## src/hdl/scfp_pkg.sv

```systemverilog
// Constants shared by the serial channel FIFO host port.
// Assumes a single 50 MHz clock and a synchronous active-high reset.
package scfp_pkg;

  // ------------------------------------------------------------
  // Register offsets
  // ------------------------------------------------------------
  localparam logic [7:0] FIFO_LOW_A = 8'h10;
  localparam logic [7:0] FIFO_HIGH_A = 8'h11;
  localparam logic [7:0] FIFO_LOW_B = 8'h60;
  localparam logic [7:0] FIFO_HIGH_B = 8'h61;

  // ------------------------------------------------------------
  // Sizes and reset values
  // ------------------------------------------------------------
  localparam int QUEUE_DEPTH = 32;
  localparam logic [1:0] THRESH_RESET = 2'h0;
  localparam logic [5:0] CNT_ZERO = 6'h00;

  typedef enum logic [1:0] {
    SCFP_PROTO_FRAMED = 2'h0,
    SCFP_PROTO_ASYNC = 2'h1,
    SCFP_PROTO_BYTESYNC = 2'h2
  } scfp_proto_t;

  // Receive side states, Gray coded along the usual path
  typedef enum logic [1:0] {
    SCFP_RX_FILL = 2'b00,
    SCFP_RX_HELD = 2'b01,
    SCFP_RX_DRAIN = 2'b11
  } scfp_rx_state_t;

endpackage

```

## src/hdl/scfp_port.sv

```systemverilog
// One channel's host FIFO port. Assumes the protocol engine on the
// serial side pushes received bytes and pops released transmit bytes.
`timescale 1ns/1ps
module scfp_port #(
  parameter logic [7:0] LOW_ADDR = scfp_pkg::FIFO_LOW_A
) (
  // Clock and reset
  input wire logic clk,
  input wire logic rst,
  // Host bus, one access per strobe cycle
  input wire logic bus_wide,
  input wire logic [7:0] addr,
  input wire logic rd_stb,
  input wire logic wr_stb,
  input wire logic byte_access,
  input wire logic [15:0] wr_data,
  output logic [15:0] rd_data,
  output logic rd_hit,
  // Configuration and commands
  input wire logic [1:0] receive_threshold_field,
  input wire scfp_pkg::scfp_proto_t proto,
  input wire logic dma_enable_bit,
  input wire logic receive_message_complete_cmd,
  input wire logic transmit_frame_cmd,
  // Serial engine, receive
  input wire logic eng_rx_valid,
  input wire logic [7:0] eng_rx_byte,
  input wire logic eng_rx_end,
  output logic eng_rx_ready,
  // Serial engine, transmit
  input wire logic eng_tx_pop,
  output logic [7:0] eng_tx_byte,
  output logic eng_tx_avail,
  // Events and status
  output logic receive_pool_full_event,
  output logic receive_message_end_event,
  output logic transmit_pool_ready_event,
  output logic [5:0] receive_byte_count,
  // DMA requests
  output logic dma_receive_request,
  output logic dma_transmit_request
);

  // --------------------------------------------------------------
  // Address decode and access size
  // --------------------------------------------------------------
  logic hit;
  logic rx_pop, rx_two, tx_push, tx_two;
  logic [5:0] rx_count, tx_count;
  logic [15:0] rx_out, tx_out;
  logic [5:0] level;

  // Both data bytes decode at LOW_ADDR and LOW_ADDR + 1; no increment happens
  assign hit = (addr == LOW_ADDR) || (addr == 8'(LOW_ADDR + 8'h01));
  assign rd_hit = rd_stb && hit;
  assign rx_pop = rd_hit && rx_count != 6'h00;
  assign rx_two = bus_wide && !byte_access && rx_count > 6'h01;
  assign tx_push = wr_stb && hit;
  assign tx_two = bus_wide && !byte_access;

  // --------------------------------------------------------------
  // Threshold decode
  // --------------------------------------------------------------
  always_comb begin
    level = 6'd32;
    if (proto == scfp_pkg::SCFP_PROTO_FRAMED) begin
      case (receive_threshold_field)
        2'h0: level = 6'd32;
        2'h1: level = 6'd16;
        2'h2: level = 6'd4;
        default: level = 6'd2;
      endcase
    end else begin
      case (receive_threshold_field)
        2'h0: level = 6'd1;
        2'h1: level = 6'd4;
        2'h2: level = 6'd16;
        default: level = 6'd32;
      endcase
    end
  end

  // --------------------------------------------------------------
  // Receive control
  // --------------------------------------------------------------
  scfp_pkg::scfp_rx_state_t rx_st_q, rx_st_d;
  logic [5:0] frm_q, frm_d;
  logic full_q, full_d, mend_q, mend_d;
  logic [5:0] rbc_q, rbc_d;
  logic rx_flush;

  assign eng_rx_ready = rx_st_q == scfp_pkg::SCFP_RX_FILL &&
                        rx_count < 6'd32;
  assign rx_flush = receive_message_complete_cmd;

  always_comb begin
    rx_st_d = rx_st_q;
    frm_d = frm_q;
    rbc_d = rbc_q;
    full_d = 1'b0;
    mend_d = 1'b0;
    // Bytes of the whole frame, across threshold blocks
    if (eng_rx_valid && eng_rx_ready) begin
      frm_d = 6'(frm_q + 6'h01);
    end
    case (rx_st_q)
      scfp_pkg::SCFP_RX_FILL: begin
        if (eng_rx_valid && eng_rx_ready && eng_rx_end) begin
          mend_d = !dma_enable_bit;
          rbc_d = 6'(frm_q + 6'h01);
          frm_d = scfp_pkg::CNT_ZERO;
          rx_st_d = scfp_pkg::SCFP_RX_HELD;
        end else if (eng_rx_valid && eng_rx_ready &&
                     6'(rx_count + 6'h01) >= level) begin
          full_d = !dma_enable_bit;
          rx_st_d = scfp_pkg::SCFP_RX_HELD;
        end
      end
      scfp_pkg::SCFP_RX_HELD: begin
        if (rx_flush) begin
          rx_st_d = scfp_pkg::SCFP_RX_FILL;
        end else if (rx_count == 6'h00) begin
          rx_st_d = scfp_pkg::SCFP_RX_DRAIN;
        end
      end
      scfp_pkg::SCFP_RX_DRAIN: begin
        if (rx_flush) begin
          rx_st_d = scfp_pkg::SCFP_RX_FILL;
        end
      end
      default: rx_st_d = scfp_pkg::SCFP_RX_FILL;
    endcase
  end

  always_ff @(posedge clk) begin
    if (rst) begin
      rx_st_q <= scfp_pkg::SCFP_RX_FILL;
      frm_q <= scfp_pkg::CNT_ZERO;
      full_q <= 1'b0;
      mend_q <= 1'b0;
      rbc_q <= scfp_pkg::CNT_ZERO;
    end else begin
      rx_st_q <= rx_st_d;
      frm_q <= frm_d;
      full_q <= full_d;
      mend_q <= mend_d;
      rbc_q <= rbc_d;
    end
  end

  assign receive_pool_full_event = full_q;
  assign receive_message_end_event = mend_q;
  assign receive_byte_count = rbc_q;

  // Held until the read that takes the last bytes of the block begins
  assign dma_receive_request = dma_enable_bit &&
    rx_st_q == scfp_pkg::SCFP_RX_HELD && rx_count != 6'h00 &&
    !(rd_hit && rx_count <= (rx_two ? 6'h02 : 6'h01));

  scfp_queue u_rx (
    .clk(clk),
    .rst(rst),
    .flush(rx_flush),
    .push(eng_rx_valid && eng_rx_ready),
    .push_two(1'b0),
    .push_data({8'h00, eng_rx_byte}),
    .pop(rx_pop),
    .pop_two(rx_two),
    .pop_data(rx_out),
    .count(rx_count)
  );

  logic [15:0] rdat_q, rdat_d;
  always_comb begin
    rdat_d = rdat_q;
    if (rx_pop) begin
      rdat_d = rx_two ? rx_out : {8'h00, rx_out[7:0]};
    end
  end

  // --------------------------------------------------------------
  // Transmit control
  // --------------------------------------------------------------
  logic [5:0] rel_q, rel_d;
  logic xpr_q, xpr_d;
  logic [5:0] tx_room;

  assign tx_room = 6'(6'd32 - tx_count);
  assign eng_tx_avail = rel_q != 6'h00;
  assign eng_tx_byte = tx_out[7:0];
  assign dma_transmit_request = dma_enable_bit && rel_q == 6'h00 &&
    tx_room != 6'h00 &&
    !(tx_push && tx_room <= (tx_two ? 6'h02 : 6'h01));

  always_comb begin
    rel_d = rel_q;
    xpr_d = 1'b0;
    if (transmit_frame_cmd) begin
      rel_d = tx_count;
    end else if (eng_tx_pop && rel_q != 6'h00) begin
      rel_d = 6'(rel_q - 6'h01);
      xpr_d = rel_q == 6'h01 && !dma_enable_bit;
    end
  end

  always_ff @(posedge clk) begin
    if (rst) begin
      rel_q <= scfp_pkg::CNT_ZERO;
      xpr_q <= 1'b0;
      rdat_q <= 16'h0000;
    end else begin
      rel_q <= rel_d;
      xpr_q <= xpr_d;
      rdat_q <= rdat_d;
    end
  end

  assign transmit_pool_ready_event = xpr_q;
  assign rd_data = rdat_q;

  scfp_queue u_tx (
    .clk(clk),
    .rst(rst),
    .flush(1'b0),
    .push(tx_push && tx_room != 6'h00),
    .push_two(tx_two && tx_room > 6'h01),
    .push_data(wr_data),
    .pop(eng_tx_pop && rel_q != 6'h00),
    .pop_two(1'b0),
    .pop_data(tx_out),
    .count(tx_count)
  );

endmodule

```

## src/hdl/scfp_queue.sv

```systemverilog
// One 32-byte queue held in flip-flops, with one or two byte pushes or
// pops per cycle. Assumes callers never push past full or pop past empty.
`timescale 1ns/1ps
module scfp_queue (
  // Clock and reset
  input wire logic clk,
  input wire logic rst,
  // Flush all contents
  input wire logic flush,
  // Push side
  input wire logic push,
  input wire logic push_two,
  input wire logic [15:0] push_data,
  // Pop side
  input wire logic pop,
  input wire logic pop_two,
  output logic [15:0] pop_data,
  // Fill level
  output logic [5:0] count
);

  logic [7:0] mem_q [scfp_pkg::QUEUE_DEPTH];
  logic [7:0] mem_d [scfp_pkg::QUEUE_DEPTH];
  logic [4:0] wr_q, wr_d, rd_q, rd_d;
  logic [5:0] cnt_q, cnt_d;
  logic [4:0] rd_n;

  assign rd_n = rd_q + 5'h01;
  assign pop_data = {mem_q[rd_n], mem_q[rd_q]};
  assign count = cnt_q;

  always_comb begin
    logic [5:0] inc;
    logic [5:0] dec;
    inc = 6'h00;
    dec = 6'h00;
    mem_d = mem_q;
    wr_d = wr_q;
    rd_d = rd_q;
    if (push) begin
      mem_d[wr_q] = push_data[7:0];
      if (push_two) begin
        mem_d[5'(wr_q + 5'h01)] = push_data[15:8];
      end
      inc = push_two ? 6'h02 : 6'h01;
      wr_d = wr_q + inc[4:0];
    end
    if (pop) begin
      dec = pop_two ? 6'h02 : 6'h01;
      rd_d = rd_q + dec[4:0];
    end
    cnt_d = cnt_q + inc - dec;
    if (flush) begin
      wr_d = 5'h00;
      rd_d = 5'h00;
      cnt_d = scfp_pkg::CNT_ZERO;
    end
  end

  genvar i;
  generate
    for (i = 0; i < scfp_pkg::QUEUE_DEPTH; i++) begin : g_mem
      always_ff @(posedge clk) begin
        mem_q[i] <= mem_d[i];
      end
    end
  endgenerate

  always_ff @(posedge clk) begin
    if (rst) begin
      wr_q <= 5'h00;
      rd_q <= 5'h00;
      cnt_q <= scfp_pkg::CNT_ZERO;
    end else begin
      wr_q <= wr_d;
      rd_q <= rd_d;
      cnt_q <= cnt_d;
    end
  end

endmodule

```

## config.mk

```make
export PLATFORM = sky130hd
export DESIGN_NAME = scfp_port
export DESIGN_NICKNAME = d
export VERILOG_FILES = /design/src/hdl/scfp_pkg.sv /design/src/hdl/scfp_port.sv /design/src/hdl/scfp_queue.sv
export SDC_FILE = /design/constraint.sdc
export NUM_CORES = 1
export LEC_CHECK = 0
export BUFFER_PORTS_ARGS = -buffer_cell sky130_fd_sc_hd__buf_2
export CELL_PAD_IN_SITES_DETAIL_PLACEMENT = 1
export CELL_PAD_IN_SITES_GLOBAL_PLACEMENT = 1
export CORE_ASPECT_RATIO = 2
export CORE_MARGIN = 2
export CORE_UTILIZATION = 30
export CTS_CLUSTER_SIZE = 30
export DETAILED_ROUTE_END_ITERATION = 6
export PLACE_DENSITY = 0.48
export SYNTH_ARGS = -nofsm -noshare
export SYNTH_HDL_FRONTEND = slang
export SYNTH_SLANG_ARGS = --single-unit
```

## constraint.sdc

```tcl
create_clock -name clk -period 19.09 [get_ports clk]
set_clock_uncertainty 0.05 [all_clocks]
set_input_delay 4.7725 -clock clk [delete_from_list [all_inputs] [get_ports clk]]
set_output_delay 4.7725 -clock clk [all_outputs]
set_load 0.01 [all_outputs]
```

Word level (Yosys, flattened, before mapping)
Cells that the tools add are included.

word-level totals
  register bits after elaboration = 583
  input bits = 48
  output and inout port bits = 38
  word-level logic and storage cells = 212

operators by class
  $add $sub $neg = 14
  order comparisons = 15
  equal/unequal tests = 10
  mux-type cells = 41
  bitwise gates (word level) = 10
  reductions and logical operators = 44

operator list
  operator                                                                       count
  256-bit bitwise mux                                                            3
  256-bit two-way mux                                                            1
  8-bit binary-select mux with 5-bit select                                      3
  8-bit demux with 5-bit select                                                  3
  8-bit two-way mux                                                              9
  6-bit two-way mux                                                              8
  6-bit >= comparator (second input constant)                                    6
  5-bit inverter with 6-bit output                                               6
  6-bit case mux with 3 select lines                                             2
  1-bit logical AND                                                              24
  5-bit by 1-bit adder with 5-bit output (second input constant)                 4
  6-bit by 1-bit less-than comparator with 1-bit output (second input constant)  3
  6-bit nonzero test                                                             3
  8-bit by 5-bit == test with 1-bit output (second input constant)               2
  16-bit two-way mux                                                             1
  2-bit two-way mux                                                              8
  6-bit by 1-bit adder with 6-bit output (second input constant)                 2
  6-bit by 1-bit > comparator with 1-bit output (second input constant)          2
  6-bit zero test                                                                2
  5-bit adder                                                                    2
  6-bit by 1-bit adder with 6-bit output                                         1
  6-bit adder                                                                    1
  6-bit by 1-bit == test with 1-bit output (second input constant)               1
  6-bit >= comparator                                                            1
  24 further kinds                                                               36

Logic depth before layout (Yosys ltp)
Gate-level depths: netlist of the first run.

  depth after elaboration = 8
  mapped depth = 17
  depth with buffers taken out = 17

Hierarchy
A second synthesis of the first run with hierarchy kept.

unflattened totals
  cell total of the unflattened synthesis = 3652
  area total of the unflattened synthesis = 39517.9 µm²

modules (own cells, without submodules)
  module             times used  cells an instance  area each (µm²)  seq. area each (µm²)
  scfp_queue (u_tx)  1           1671               18669.2          8007.7
  scfp_queue (u_rx)  1           1711               18615.4          8007.7
  scfp_port          1           270                2233.4           780.7

Worst setup path before layout of the first run
OpenSTA, ideal clock, no wires.

  kind = input to register
  start = in addr[5]
  end = reg u_tx.cnt_q[5], in the netlist u_tx.count[5]
  library setup time = 0.128 ns
  arrival time = 14.528 ns
  required time = 18.912 ns
  setup slack = 4.385 ns
  stages on the path = 13
  path buffers = 0
  path through = nor4b_1 nand3_1 a41oi_2 nand2_1 ha_1 inv_1 ha_1 a21o_1 a21oi_1 o21bai_1 a21oi_1 xnor2_1 nor2_1

between the ends
  word-level cells in the longest chain between the ends = 7
  elaborated cells between the ends (all ways) = 8
  those cells by class = add/sub: 2; eq/ne: 2; mux: 1; reduce/logical: 3

ends and longest elaborated chain
  element                                        RTL line          RTL
  start: declaration                             scfp_port.sv:12   input wire logic [7:0] addr,
  8-bit by 5-bit == test with 1-bit output       scfp_port.sv:54   assign hit = (addr == LOW_ADDR) || (addr == 8'(LOW_ADDR + 8'h01));
  1-bit logical OR *                             scfp_port.sv:54
  1-bit logical AND *                            scfp_port.sv:58   assign tx_push = wr_stb && hit;
  1-bit logical AND *                            scfp_port.sv:225  .push(tx_push && tx_room != 6'h00),
  6-bit two-way mux *                            scfp_queue.sv:40  if (push) begin
  6-bit adder *                                  scfp_queue.sv:52  cnt_d = cnt_q + inc - dec;
  6-bit by 1-bit subtractor with 6-bit output *  scfp_queue.sv:52
  end signal: assignment                         scfp_queue.sv:73  cnt_q <= scfp_pkg::CNT_ZERO;
  end signal: assignment                         scfp_queue.sv:77  cnt_q <= cnt_d;
  end: declaration                               scfp_queue.sv:25  logic [5:0] cnt_q, cnt_d;

Every way passes the cells marked *; elsewhere a longest branch is shown, timed or not.
A chain may end at the register's enable or synchronous reset.

Worst setup path in the final report of the first run
  start = in byte_access
  end = out dma_receive_request

between the ends
  word-level cells in the longest chain between the ends = 8

ends and longest elaborated chain
  element                         RTL line          RTL
  start: declaration              scfp_port.sv:15   input wire logic byte_access,
  1-bit zero test                 scfp_port.sv:57   assign rx_two = bus_wide && !byte_access && rx_count > 6'h01;
  1-bit logical AND (2 in a row)  scfp_port.sv:57
  2-bit two-way mux               scfp_port.sv:158  !(rd_hit && rx_count <= (rx_two ? 6'h02 : 6'h01));
  6-bit <= comparator             scfp_port.sv:158
  1-bit logical AND               scfp_port.sv:158
  1-bit zero test                 scfp_port.sv:158
  1-bit logical AND               scfp_port.sv:157  rx_st_q == scfp_pkg::SCFP_RX_HELD && rx_count != 6'h00 &&
  end: declaration                scfp_port.sv:40   output logic dma_receive_request,

No other way between the ends.

==> results.py, run 1 <==
metrics = {
    "clock_network": {
        "clock-sinks": 583,
        "cts-resized-gates": 0,
        "cts_tree": "yes",
        "clk_pin_slew_worst_paths_ps": 50,
        "numCtsBuffers": 66,
        "hold_buffers": 0,
        "cts_setup_buffers": 0,
        "htree_levels": 3,
        "cts_max_path_buffers": 3,
        "ctsRootBufferMaster": "clkbuf_16",
        "insertion_delay_ps": 650,
    },
    "power_and_ir_drop": {
        "pwr_density_cell_mw_per_mm2": 87.8,
        "vdd_drop_max_uv": 75.3,
        "power.leakage_nw": 11.6,
    },
    "placement": {
        "dpl_cell_area_sq_mm": 0.0331,
        "dp_slack_ps": 7260,
        "routabilityCongestion": 0.795,
        "numPortBuffers": 84,
        "dpl.hpwl_um": 73000,
    },
    "global_route": {
        "grt.total_usage_pct": 19.8,
        "grt_pass1_vias": 22300,
        "antenna_found_initial": 1,
        "grt_pass1_wl_um": 155000,
        "overflow": 0,
        "grt_max_degree": 146,
    },
    "route": {
        "vias": 20200,
        "drtIter0Drc": 937,
        "wl_per_cell_um": 28.0,
        "route.detailed.drc": 0,
        "viasPerCell": 5.32,
        "routed_wl_um": 106000,
        "drt_pass1_iterations": 4,
        "ant_nets": 0,
    },
    "cells_and_area": {
        "fillers": 11100,
        "mostFrequentLayoutCells": "edfxtp_1, mux2i_1, nor2_1",
        "regArea_sq_mm": 0.0168,
        "nets": 2488,
        "post-route-util_pct": 33.6,
        "finalInstanceArea_sq_mm": 0.0352,
        "multi_input_area_sq_mm": 0.0138,
        "final_common_cell": "edfxtp_1",
        "area_growth_pct": 11.2,
        "drive_gt1_share_pct": 19.1,
    },
    "synth": {
        "synth_ff_type": "edfxtp_1",
        "yosysSeqAreaShare_pct": 53.1,
        "synth_cell_types": 68,
        "syn_inst": 2395,
        "synth_top_area_share_pct": 48.6,
        "yosys_warnings": 0,
        "synth_async_sr_flop_share_pct": 0,
        "yosys.area.top_type": "edfxtp_1",
        "syn_area_sq_mm": 0.0316,
        "synth_edf_count": 512,
        "ys_ff_latch": 583,
        "synth_area_leaders": "edfxtp_1, mux4_2, mux2i_1",
        "syn_nets": 2497,
        "avgSynthCellArea_sq_um": 13.2,
    },
    "sta": {
        "tns_ps": 0,
        "fin_crit_sh_pct": 61.6,
        "finalSetupViolations": 0,
        "max_freq_mhz": 85.0,
        "maxSlewViolCount": 0,
        "maxSlewHeadroom_pct": 18.6,
        "rsz0062_at_grt": "false",
        "max_slew.worst_pin.slew_ps": 1220,
        "hold_viol_final": 0,
        "worst_slack_ps": 7320,
        "min_period_ps": 11770,
    },
    "worst_setup_path": {
        "endpoint_kind": "primary output",
        "critical-path-max-stage-delay_ps": 410,
        "worstPathMaxFanout": 5,
        "crit_slowest_cell": "a21oi_1",
        "cp-start-kind": "input port",
        "crit_family": "compound AO/OA/AOI/OAI gates",
        "critPathKind": "input port to primary output",
        "cp_common_cell": "buf_2",
        "cp_num_buf_inv": 3,
        "critical_path_required_ps": 14270,
        "worstPathCellList": "buf_2, nand2b_1, a21oi_1, inv_1, ha_1, nor2b_1, o21ai_0, a32o_1, a31oi_1, buf_2",
        "worst_ep_arrival_time_ps": 6950,
    },
    "run_status": {
        "outcome": "completed",
    },
    "flow_run": {
        "cap_violations": 0,
    },
    "die": {
        "core_area_sq_mm": 0.105,
        "ioPinCount": 86,
        "rows": 168,
        "die_y_um": 463,
        "initial_core_util_pct": 30.2,
        "dieArea_sq_mm": 0.108,
        "die_width_um": 234,
    },
    "worst_hold_path": {
        "hold_class": "flop to flop",
    },
}
per-layer routing:
layer  wire length (um)  track usage [%]  vias to the layer above  share of wire (%)
met1              36800             19.7                    10600                 35
li1                   -                -                     9135                  -
met3               2150             2.23                      170                2.0
met4               5330             9.43                        0                5.0
met5                  0                0                        -                  0
met2              61900             39.4                      315                 58
sequential cells by signal, summed over array words and instances, names as in the netlist, 5 cells and up:
signal,count
u_tx.wr_q,5
u_rx.count,6
rel_q,6
u_rx.rd_q,5
receive_byte_count,6
u_tx.mem_q,256
u_tx.rd_q,5
u_rx.mem_q,256
rd_data,16
u_tx.count,6
u_rx.wr_q,5
frm_q,6
where the power goes:
group | internal (mW) | leakage, nW | switching (mW)
Combinational | 0.144 | 5.42 | 0.225
Sequential | 1.40 | 5.19 | 0.0374
Clock | 0.725 | 1.02 | 0.559
layout make-up:
type	instances	share of cell area [%]
timing repair buffer	107	1.72
tap	1360	4.84
clock inverter	31	0.804
inverter	40	0.427
sequential	583	47.8
clock buffer	87	5.15
antenna	1	0.00711
multi-input combinational	1588	39.3
worst register-to-register path, stage by stage, from the launching register on:
cell     delay (ps)
dfxtp_1         450
inv_1           130
ha_1            220
xor2_1          160
a31o_2          320
a41oi_4         210
buf_4           640
buf_12          560
buf_4          1170
final timing paths:
check | endpoint | depth (start not counted) | slack, ps | startpoint
worst min register to register | rd_data[2]$_SDFFE_PP0N_ | 1 | 420 | rd_data[2]$_SDFFE_PP0N_
worst min-delay path | rd_data[2]$_SDFFE_PP0N_ | 1 | 420 | rd_data[2]$_SDFFE_PP0N_
worst max-delay path | dma_receive_request | 10 | 7320 | byte_access
worst max register to register | u_tx.mem_q[72]$_DFFE_PN_ | 8 | 14750 | u_tx.count[2]$_SDFF_PP0_
cells in the mapped netlist (12+ instances only):
library cell / n
buf_2: 62
buf_1: 21
xor2_1: 24
nor2b_1: 12
xnor2_1: 20
clkbuf_1: 78
o21ai_1: 12
inv_1: 36
ha_1: 50
a21oi_1: 191
buf_6: 16
nand3_1: 18
mux2i_1: 295
edfxtp_1: 512
o21ai_0: 89
nand2_1: 205
dfxtp_1: 71
nor2_1: 277
mux4_2: 210
per-stage QoR:
step | power, mW | hold WS, ps | std cells
floorplan | 1.69 | 420 | 2395
finish | 3.09 | 423 | 3797
detailed placement | 1.84 | 410 | 3678
global placement | 1.84 | 410 | 3678
global route | 3.20 | 444 | 3797
CTS | 3.14 | 428 | 3796
logic make-up after synthesis:
kind of cell             count (synthesis)  synth area share, %
AO/OA/AOI/OAI                          372                 6.81
AND/OR/NAND/NOR                        605                 8.64
XOR/XNOR                                44                 1.22
adder cells (fa/ha/maj)                 54                 2.23
buffers and inverters                  224                 3.41
multiplexers                           513                 24.6
flip-flops                             583                 53.1
Power figures use the tool's default switching activity.
==> inputs of run 2 (changes only) <==
--- a/config.mk
+++ b/config.mk
@@ -13,7 +13,7 @@
 export CORE_UTILIZATION = 30
 export CTS_CLUSTER_SIZE = 30
 export DETAILED_ROUTE_END_ITERATION = 6
-export PLACE_DENSITY = 0.48
+export PLACE_DENSITY = 0.5
 export SYNTH_ARGS = -nofsm -noshare
 export SYNTH_HDL_FRONTEND = slang
 export SYNTH_SLANG_ARGS = --single-unit
==> constraint.sdc (replaced) <==
create_clock -name clk -period 10.82 [get_ports clk]
set_clock_uncertainty 0.05 [all_clocks]
set_input_delay 2.705 -clock clk [delete_from_list [all_inputs] [get_ports clk]]
set_output_delay 2.705 -clock clk [all_outputs]
set_load 0.01 [all_outputs]
==> run 2 against run 1 <==
Critical path depth did not move. Worst hold slack improved by 3.5 ps. Setup slack worse by 4200 ps. Die area unchanged. Clock power rose by 78%. Sequential power grew 76%. Global-route usage decreased by 0.11 points. Combinational power up 79%. Via count rose by 0.25%. Critical path type unchanged.
==> results.py, run 2 (synthesis gave the netlist of run 1 again) <==
metrics = {
    "route": {
        "viasPerCell": 5.33,
        "drt_pass1_iterations": 5,
        "drtIter0Drc": 1080,
        "ant_nets": 0,
        "routed_wl_um": 105000,
        "wl_per_cell_um": 27.7,
        "route.detailed.drc": 0,
        "vias": 20300,
    },
    "worst_setup_path": {
        "critical-path-max-stage-delay_ps": 480,
        "crit_slowest_cell": "a21oi_1",
        "worstPathMaxFanout": 5,
        "endpoint_kind": "primary output",
        "critPathKind": "input port to primary output",
        "cp_num_buf_inv": 3,
        "rr_startpoint": "u_tx.count[2]$_SDFF_PP0_",
        "worstPathCellList": "buf_2, nand2b_1, a21oi_1, inv_1, ha_1, nor2b_1, o21ai_0, a32o_1, a31oi_1, buf_2",
        "cp-start-kind": "input port",
        "critical_path_required_ps": 8070,
        "crit_family": "compound AO/OA/AOI/OAI gates",
        "crit_start": "byte_access",
        "worst_ep_arrival_time_ps": 4980,
        "cp_common_cell": "buf_2",
    },
    "clock_network": {
        "cts_tree": "yes",
        "ctsRootBufferMaster": "clkbuf_16",
        "cts_setup_buffers": 0,
        "clock-sinks": 583,
        "clk_pin_slew_worst_paths_ps": 60,
        "cts_max_path_buffers": 3,
        "insertion_delay_ps": 660,
        "cts-resized-gates": 0,
        "numCtsBuffers": 66,
        "hold_buffers": 0,
        "htree_levels": 3,
    },
    "cells_and_area": {
        "nets": 2486,
        "mostFrequentLayoutCells": "edfxtp_1, mux2i_1, nor2_1",
        "drive_gt1_share_pct": 19.0,
        "final_common_cell": "edfxtp_1",
        "fillers": 11100,
        "post-route-util_pct": 33.6,
        "area_growth_pct": 11.2,
    },
    "global_route": {
        "overflow": 0,
        "grt_pass1_wl_um": 155000,
        "grt_pass1_vias": 22200,
        "grt_max_degree": 150,
        "antenna_found_initial": 4,
        "grt.total_usage_pct": 19.7,
    },
    "power_and_ir_drop": {
        "vdd_drop_max_uv": 125,
        "pwr_density_cell_mw_per_mm2": 156,
        "power.leakage_nw": 11.6,
        "p_total_mw": 5.47,
    },
    "sta": {
        "fin_crit_sh_pct": 71.5,
        "rsz0062_at_grt": "false",
        "finalSetupViolations": 0,
        "max_freq_mhz": 129,
        "worst_slack_ps": 3090,
        "tns_ps": 0,
        "maxSlewViolCount": 0,
        "min_period_ps": 7730,
        "hold_viol_final": 0,
        "maxSlewHeadroom_pct": 18.8,
        "max_slew.worst_pin.slew_ps": 1210,
    },
    "die": {
        "ioPinCount": 86,
        "die_y_um": 463,
        "die_width_um": 234,
        "core_area_sq_mm": 0.105,
        "initial_core_util_pct": 30.2,
        "dieArea_sq_mm": 0.108,
        "rows": 168,
    },
    "run_status": {
        "outcome": "completed",
    },
    "placement": {
        "dp_slack_ps": 3030,
        "dpl.hpwl_um": 72500,
        "routabilityCongestion": 0.811,
        "numPortBuffers": 84,
    },
    "flow_run": {
        "cap_violations": 0,
    },
    "worst_hold_path": {
        "min_from": "rd_data[5]$_SDFFE_PP0N_",
        "hold_class": "flop to flop",
    },
}
==> run 2: layout make-up <==
| class | instances | area, sq um | share of cell area, % |
|---|---|---|---|
| diodes | 3 | 7.51 | 0.0213 |
| flip-flops and latches | 583 | 16800 | 47.8 |
| clock inverters | 31 | 292 | 0.829 |
| multi-input cells | 1588 | 13800 | 39.2 |
| clock buffers | 89 | 1820 | 5.18 |
| repair buffers | 105 | 603 | 1.71 |
| well taps | 1360 | 1700 | 4.84 |
| inverters | 40 | 150 | 0.427 |
==> run 2: report_power, final <==
part	total (mW)	leakage, nW	switching (mW)	internal, mW
clock network	2.28	1.03	0.995	1.28
registers	2.53	5.19	0.0607	2.47
logic	0.660	5.41	0.406	0.255
total	5.47	11.6	1.46	4.01
==> run 2: metal layers <==
metal | vias to the layer above | share of wire [%] | GRT usage, %
met1 | 10600 | 35 | 20.0
met3 | 166 | 2.9 | 2.39
met5 | - | 0 | 0
met4 | 0 | 5.2 | 10.1
li1 | 9128 | - | -
met2 | 391 | 57 | 38.3
==> run 2: worst register-to-register path, cell delays in order, from the launching register on <==
cell and delay (ps):
dfxtp_1 450, inv_1 130, ha_1 220, xor2_1 160, a31o_2 310, a41oi_4 200
buf_4 500, buf_12 670, buf_4 1000
==> run 2: final timing paths <==
kind                         endpoint  slack [ps]  cells after the start
min           rd_data[5]$_SDFFE_PP0N_         430                      1
min reg2reg   rd_data[5]$_SDFFE_PP0N_         430                      1
max               dma_receive_request        3090                     10
max reg2reg  u_tx.mem_q[70]$_DFFE_PN_        6600                      8
==> run 2: per-stage QoR <==
| stage | std cells | hold WS (ps) | instance area [sq um] |
|---|---|---|---|
| 6_report | 3799 | 427 | 35200 |
| 5_1_grt | 3797 | 448 | 35200 |
| 4_1_cts | 3796 | 434 | 35200 |
| 3_5_place_dp | 3676 | 412 | 33100 |
| 3_3_place_gp | 3676 | 407 | 33100 |
| 2_1_floorplan | 2395 | 420 | 31600 |
==> inputs of run 3 (changes only) <==
==> constraint.sdc (replaced) <==
create_clock -name clk -period 6.5 [get_ports clk]
set_clock_uncertainty 0.05 [all_clocks]
set_input_delay 1.625 -clock clk [delete_from_list [all_inputs] [get_ports clk]]
set_output_delay 1.625 -clock clk [all_outputs]
set_load 0.01 [all_outputs]
==> run 3 against run 2 <==
Flip-flop and latch count is the same. Worst hold slack improved by 8.2 ps. Combinational power grew 68%. Sequential share of layout area is 0.056 points higher. Global-route usage is essentially flat. Register-to-register slack got worse by 3800 ps. Via count up 0.13%. Final cell count shrank 0.16%. Non-clock buffer count increased by 3. Setup slack worse by 2100 ps. Die area did not move. Sequential power is 67% higher. Critical path type unchanged. Critical endpoint unchanged. Largest cell class unchanged.
==> results.py, run 3 (synthesis gave the netlist of run 1 again) <==
metrics = {
    "placement": {
        "numPortBuffers": 84,
        "dp_cells": 3679,
        "dpl.hpwl_um": 73300,
        "dpl_cell_area_sq_mm": 0.0331,
        "routabilityCongestion": 0.808,
        "dp_slack_ps": 906,
    },
    "route": {
        "wl_per_cell_um": 27.8,
        "vias": 20300,
        "viasPerCell": 5.35,
        "drt_pass1_iterations": 4,
        "route.detailed.drc": 0,
        "drtIter0Drc": 1055,
        "ant_nets": 0,
        "routed_wl_um": 106000,
    },
    "power_and_ir_drop": {
        "vdd_drop_max_uv": 199,
        "pwr_density_cell_mw_per_mm2": 255,
        "power.leakage_nw": 11.6,
    },
    "clock_network": {
        "htree_levels": 2,
        "hold_buffers": 0,
        "numCtsBuffers": 61,
        "clk_pin_slew_worst_paths_ps": 60,
        "cts_tree": "yes",
        "insertion_delay_ps": 660,
        "cts_setup_buffers": 0,
        "cts_max_path_buffers": 3,
        "clock-sinks": 583,
        "ctsRootBufferMaster": "clkbuf_16",
        "cts-resized-gates": 0,
    },
    "sta": {
        "tns_ps": 0,
        "hold_viol_final": 0,
        "worst_slack_ps": 1010,
        "rsz0062_at_grt": "false",
        "min_period_ps": 5490,
        "finalSetupViolations": 0,
        "maxSlewHeadroom_pct": 17.9,
        "fin_crit_sh_pct": 84.5,
        "max_freq_mhz": 182,
        "maxSlewViolCount": 0,
        "max_slew.worst_pin.slew_ps": 1230,
    },
    "worst_setup_path": {
        "critical_path_required_ps": 4830,
        "cp-start-kind": "input port",
        "endpoint_kind": "primary output",
        "cp_num_buf_inv": 3,
        "worstPathCellList": "buf_2, nand2b_1, a21oi_1, inv_1, ha_1, nor2b_1, o21ai_0, a32o_1, a31oi_1, buf_2",
        "critical-path-max-stage-delay_ps": 410,
        "worstPathMaxFanout": 5,
        "crit_family": "compound AO/OA/AOI/OAI gates",
        "worst_ep_arrival_time_ps": 3820,
        "critPathKind": "input port to primary output",
        "crit_slowest_cell": "a21oi_1",
        "cp_common_cell": "buf_2",
    },
    "global_route": {
        "grt.total_usage_pct": 19.6,
        "overflow": 0,
        "antenna_found_initial": 1,
        "grt_pass1_wl_um": 155000,
        "grt_max_degree": 151,
        "grt_pass1_vias": 22100,
    },
    "cells_and_area": {
        "drive_gt1_share_pct": 19.3,
        "regArea_sq_mm": 0.0168,
        "fillers": 11100,
        "final_common_cell": "edfxtp_1",
        "finalInstanceArea_sq_mm": 0.0351,
        "mostFrequentLayoutCells": "edfxtp_1, mux2i_1, nor2_1",
        "final_cells": 3793,
        "area_growth_pct": 11.1,
        "multi_input_area_sq_mm": 0.0138,
        "nets": 2484,
        "post-route-util_pct": 33.6,
    },
    "die": {
        "initial_core_util_pct": 30.2,
        "ioPinCount": 86,
        "die_y_um": 463,
        "rows": 168,
        "die_width_um": 234,
        "dieArea_sq_mm": 0.108,
        "core_area_sq_mm": 0.105,
    },
    "run_status": {
        "outcome": "completed",
    },
    "flow_run": {
        "cap_violations": 0,
    },
    "worst_hold_path": {
        "hold_class": "flop to flop",
    },
}
==> run 3: cell count changes in the layout (fill, tap and decap cells not counted), moves of 4 or more <==
| cell | previous run | this run |
|---|---|---|
| clkbuf_1 | 17 | 13 |
| clkbuf_16 | 68 | 61 |
| bufinv_16 | 4 | 8 |
| clkbuf_8 | 4 | 0 |
| clkinv_2 | 7 | 12 |
==> run 3: stage by stage <==
stage | power [mW] | hold slack [ps]
final | 8.98 | 435
after floorplan | 4.98 | 420
after detailed placement | 5.45 | 417
after CTS | 9.12 | 440
after global placement | 5.42 | 421
after global routing | 9.29 | 454
==> run 3: worst paths after layout <==
| check | slack (ps) | startpoint | end | depth (start not counted) |
|---|---|---|---|---|
| setup / recovery | 1010 | byte_access | dma_receive_request | 10 |
| hold / removal | 440 | rd_data[1]$_SDFFE_PP0N_ | rd_data[1]$_SDFFE_PP0N_ | 1 |
| setup reg to reg | 2800 | u_tx.count[2]$_SDFF_PP0_ | u_tx.wr_q[2]$_SDFFE_PP0N_ | 10 |
| hold reg to reg | 440 | rd_data[1]$_SDFFE_PP0N_ | rd_data[1]$_SDFFE_PP0N_ | 1 |
==> run 3: metal layers <==
| metal | track usage [%] | routed length (um) | vias up |
|---|---|---|---|
| li1 | - | - | 9120 |
| met1 | 19.7 | 36300 | 10700 |
| met2 | 39.4 | 61800 | 346 |
| met3 | 1.91 | 2480 | 156 |
| met4 | 8.74 | 4930 | 0 |
| met5 | 0 | 0 | - |
==> run 3: where the power goes <==
part	switching [mW]	internal, mW
logic	0.667	0.438
clock network	1.60	2.04
registers	0.121	4.11
==> run 3: final cells by class <==
cell class | instances | share of cell area, %
antenna | 1 | 0.00712
clock buffer | 74 | 4.48
clock inverter | 39 | 1.17
inverter | 40 | 0.427
multi-input combinational | 1588 | 39.4
sequential | 583 | 47.8
tap | 1360 | 4.84
timing repair buffer | 108 | 1.82
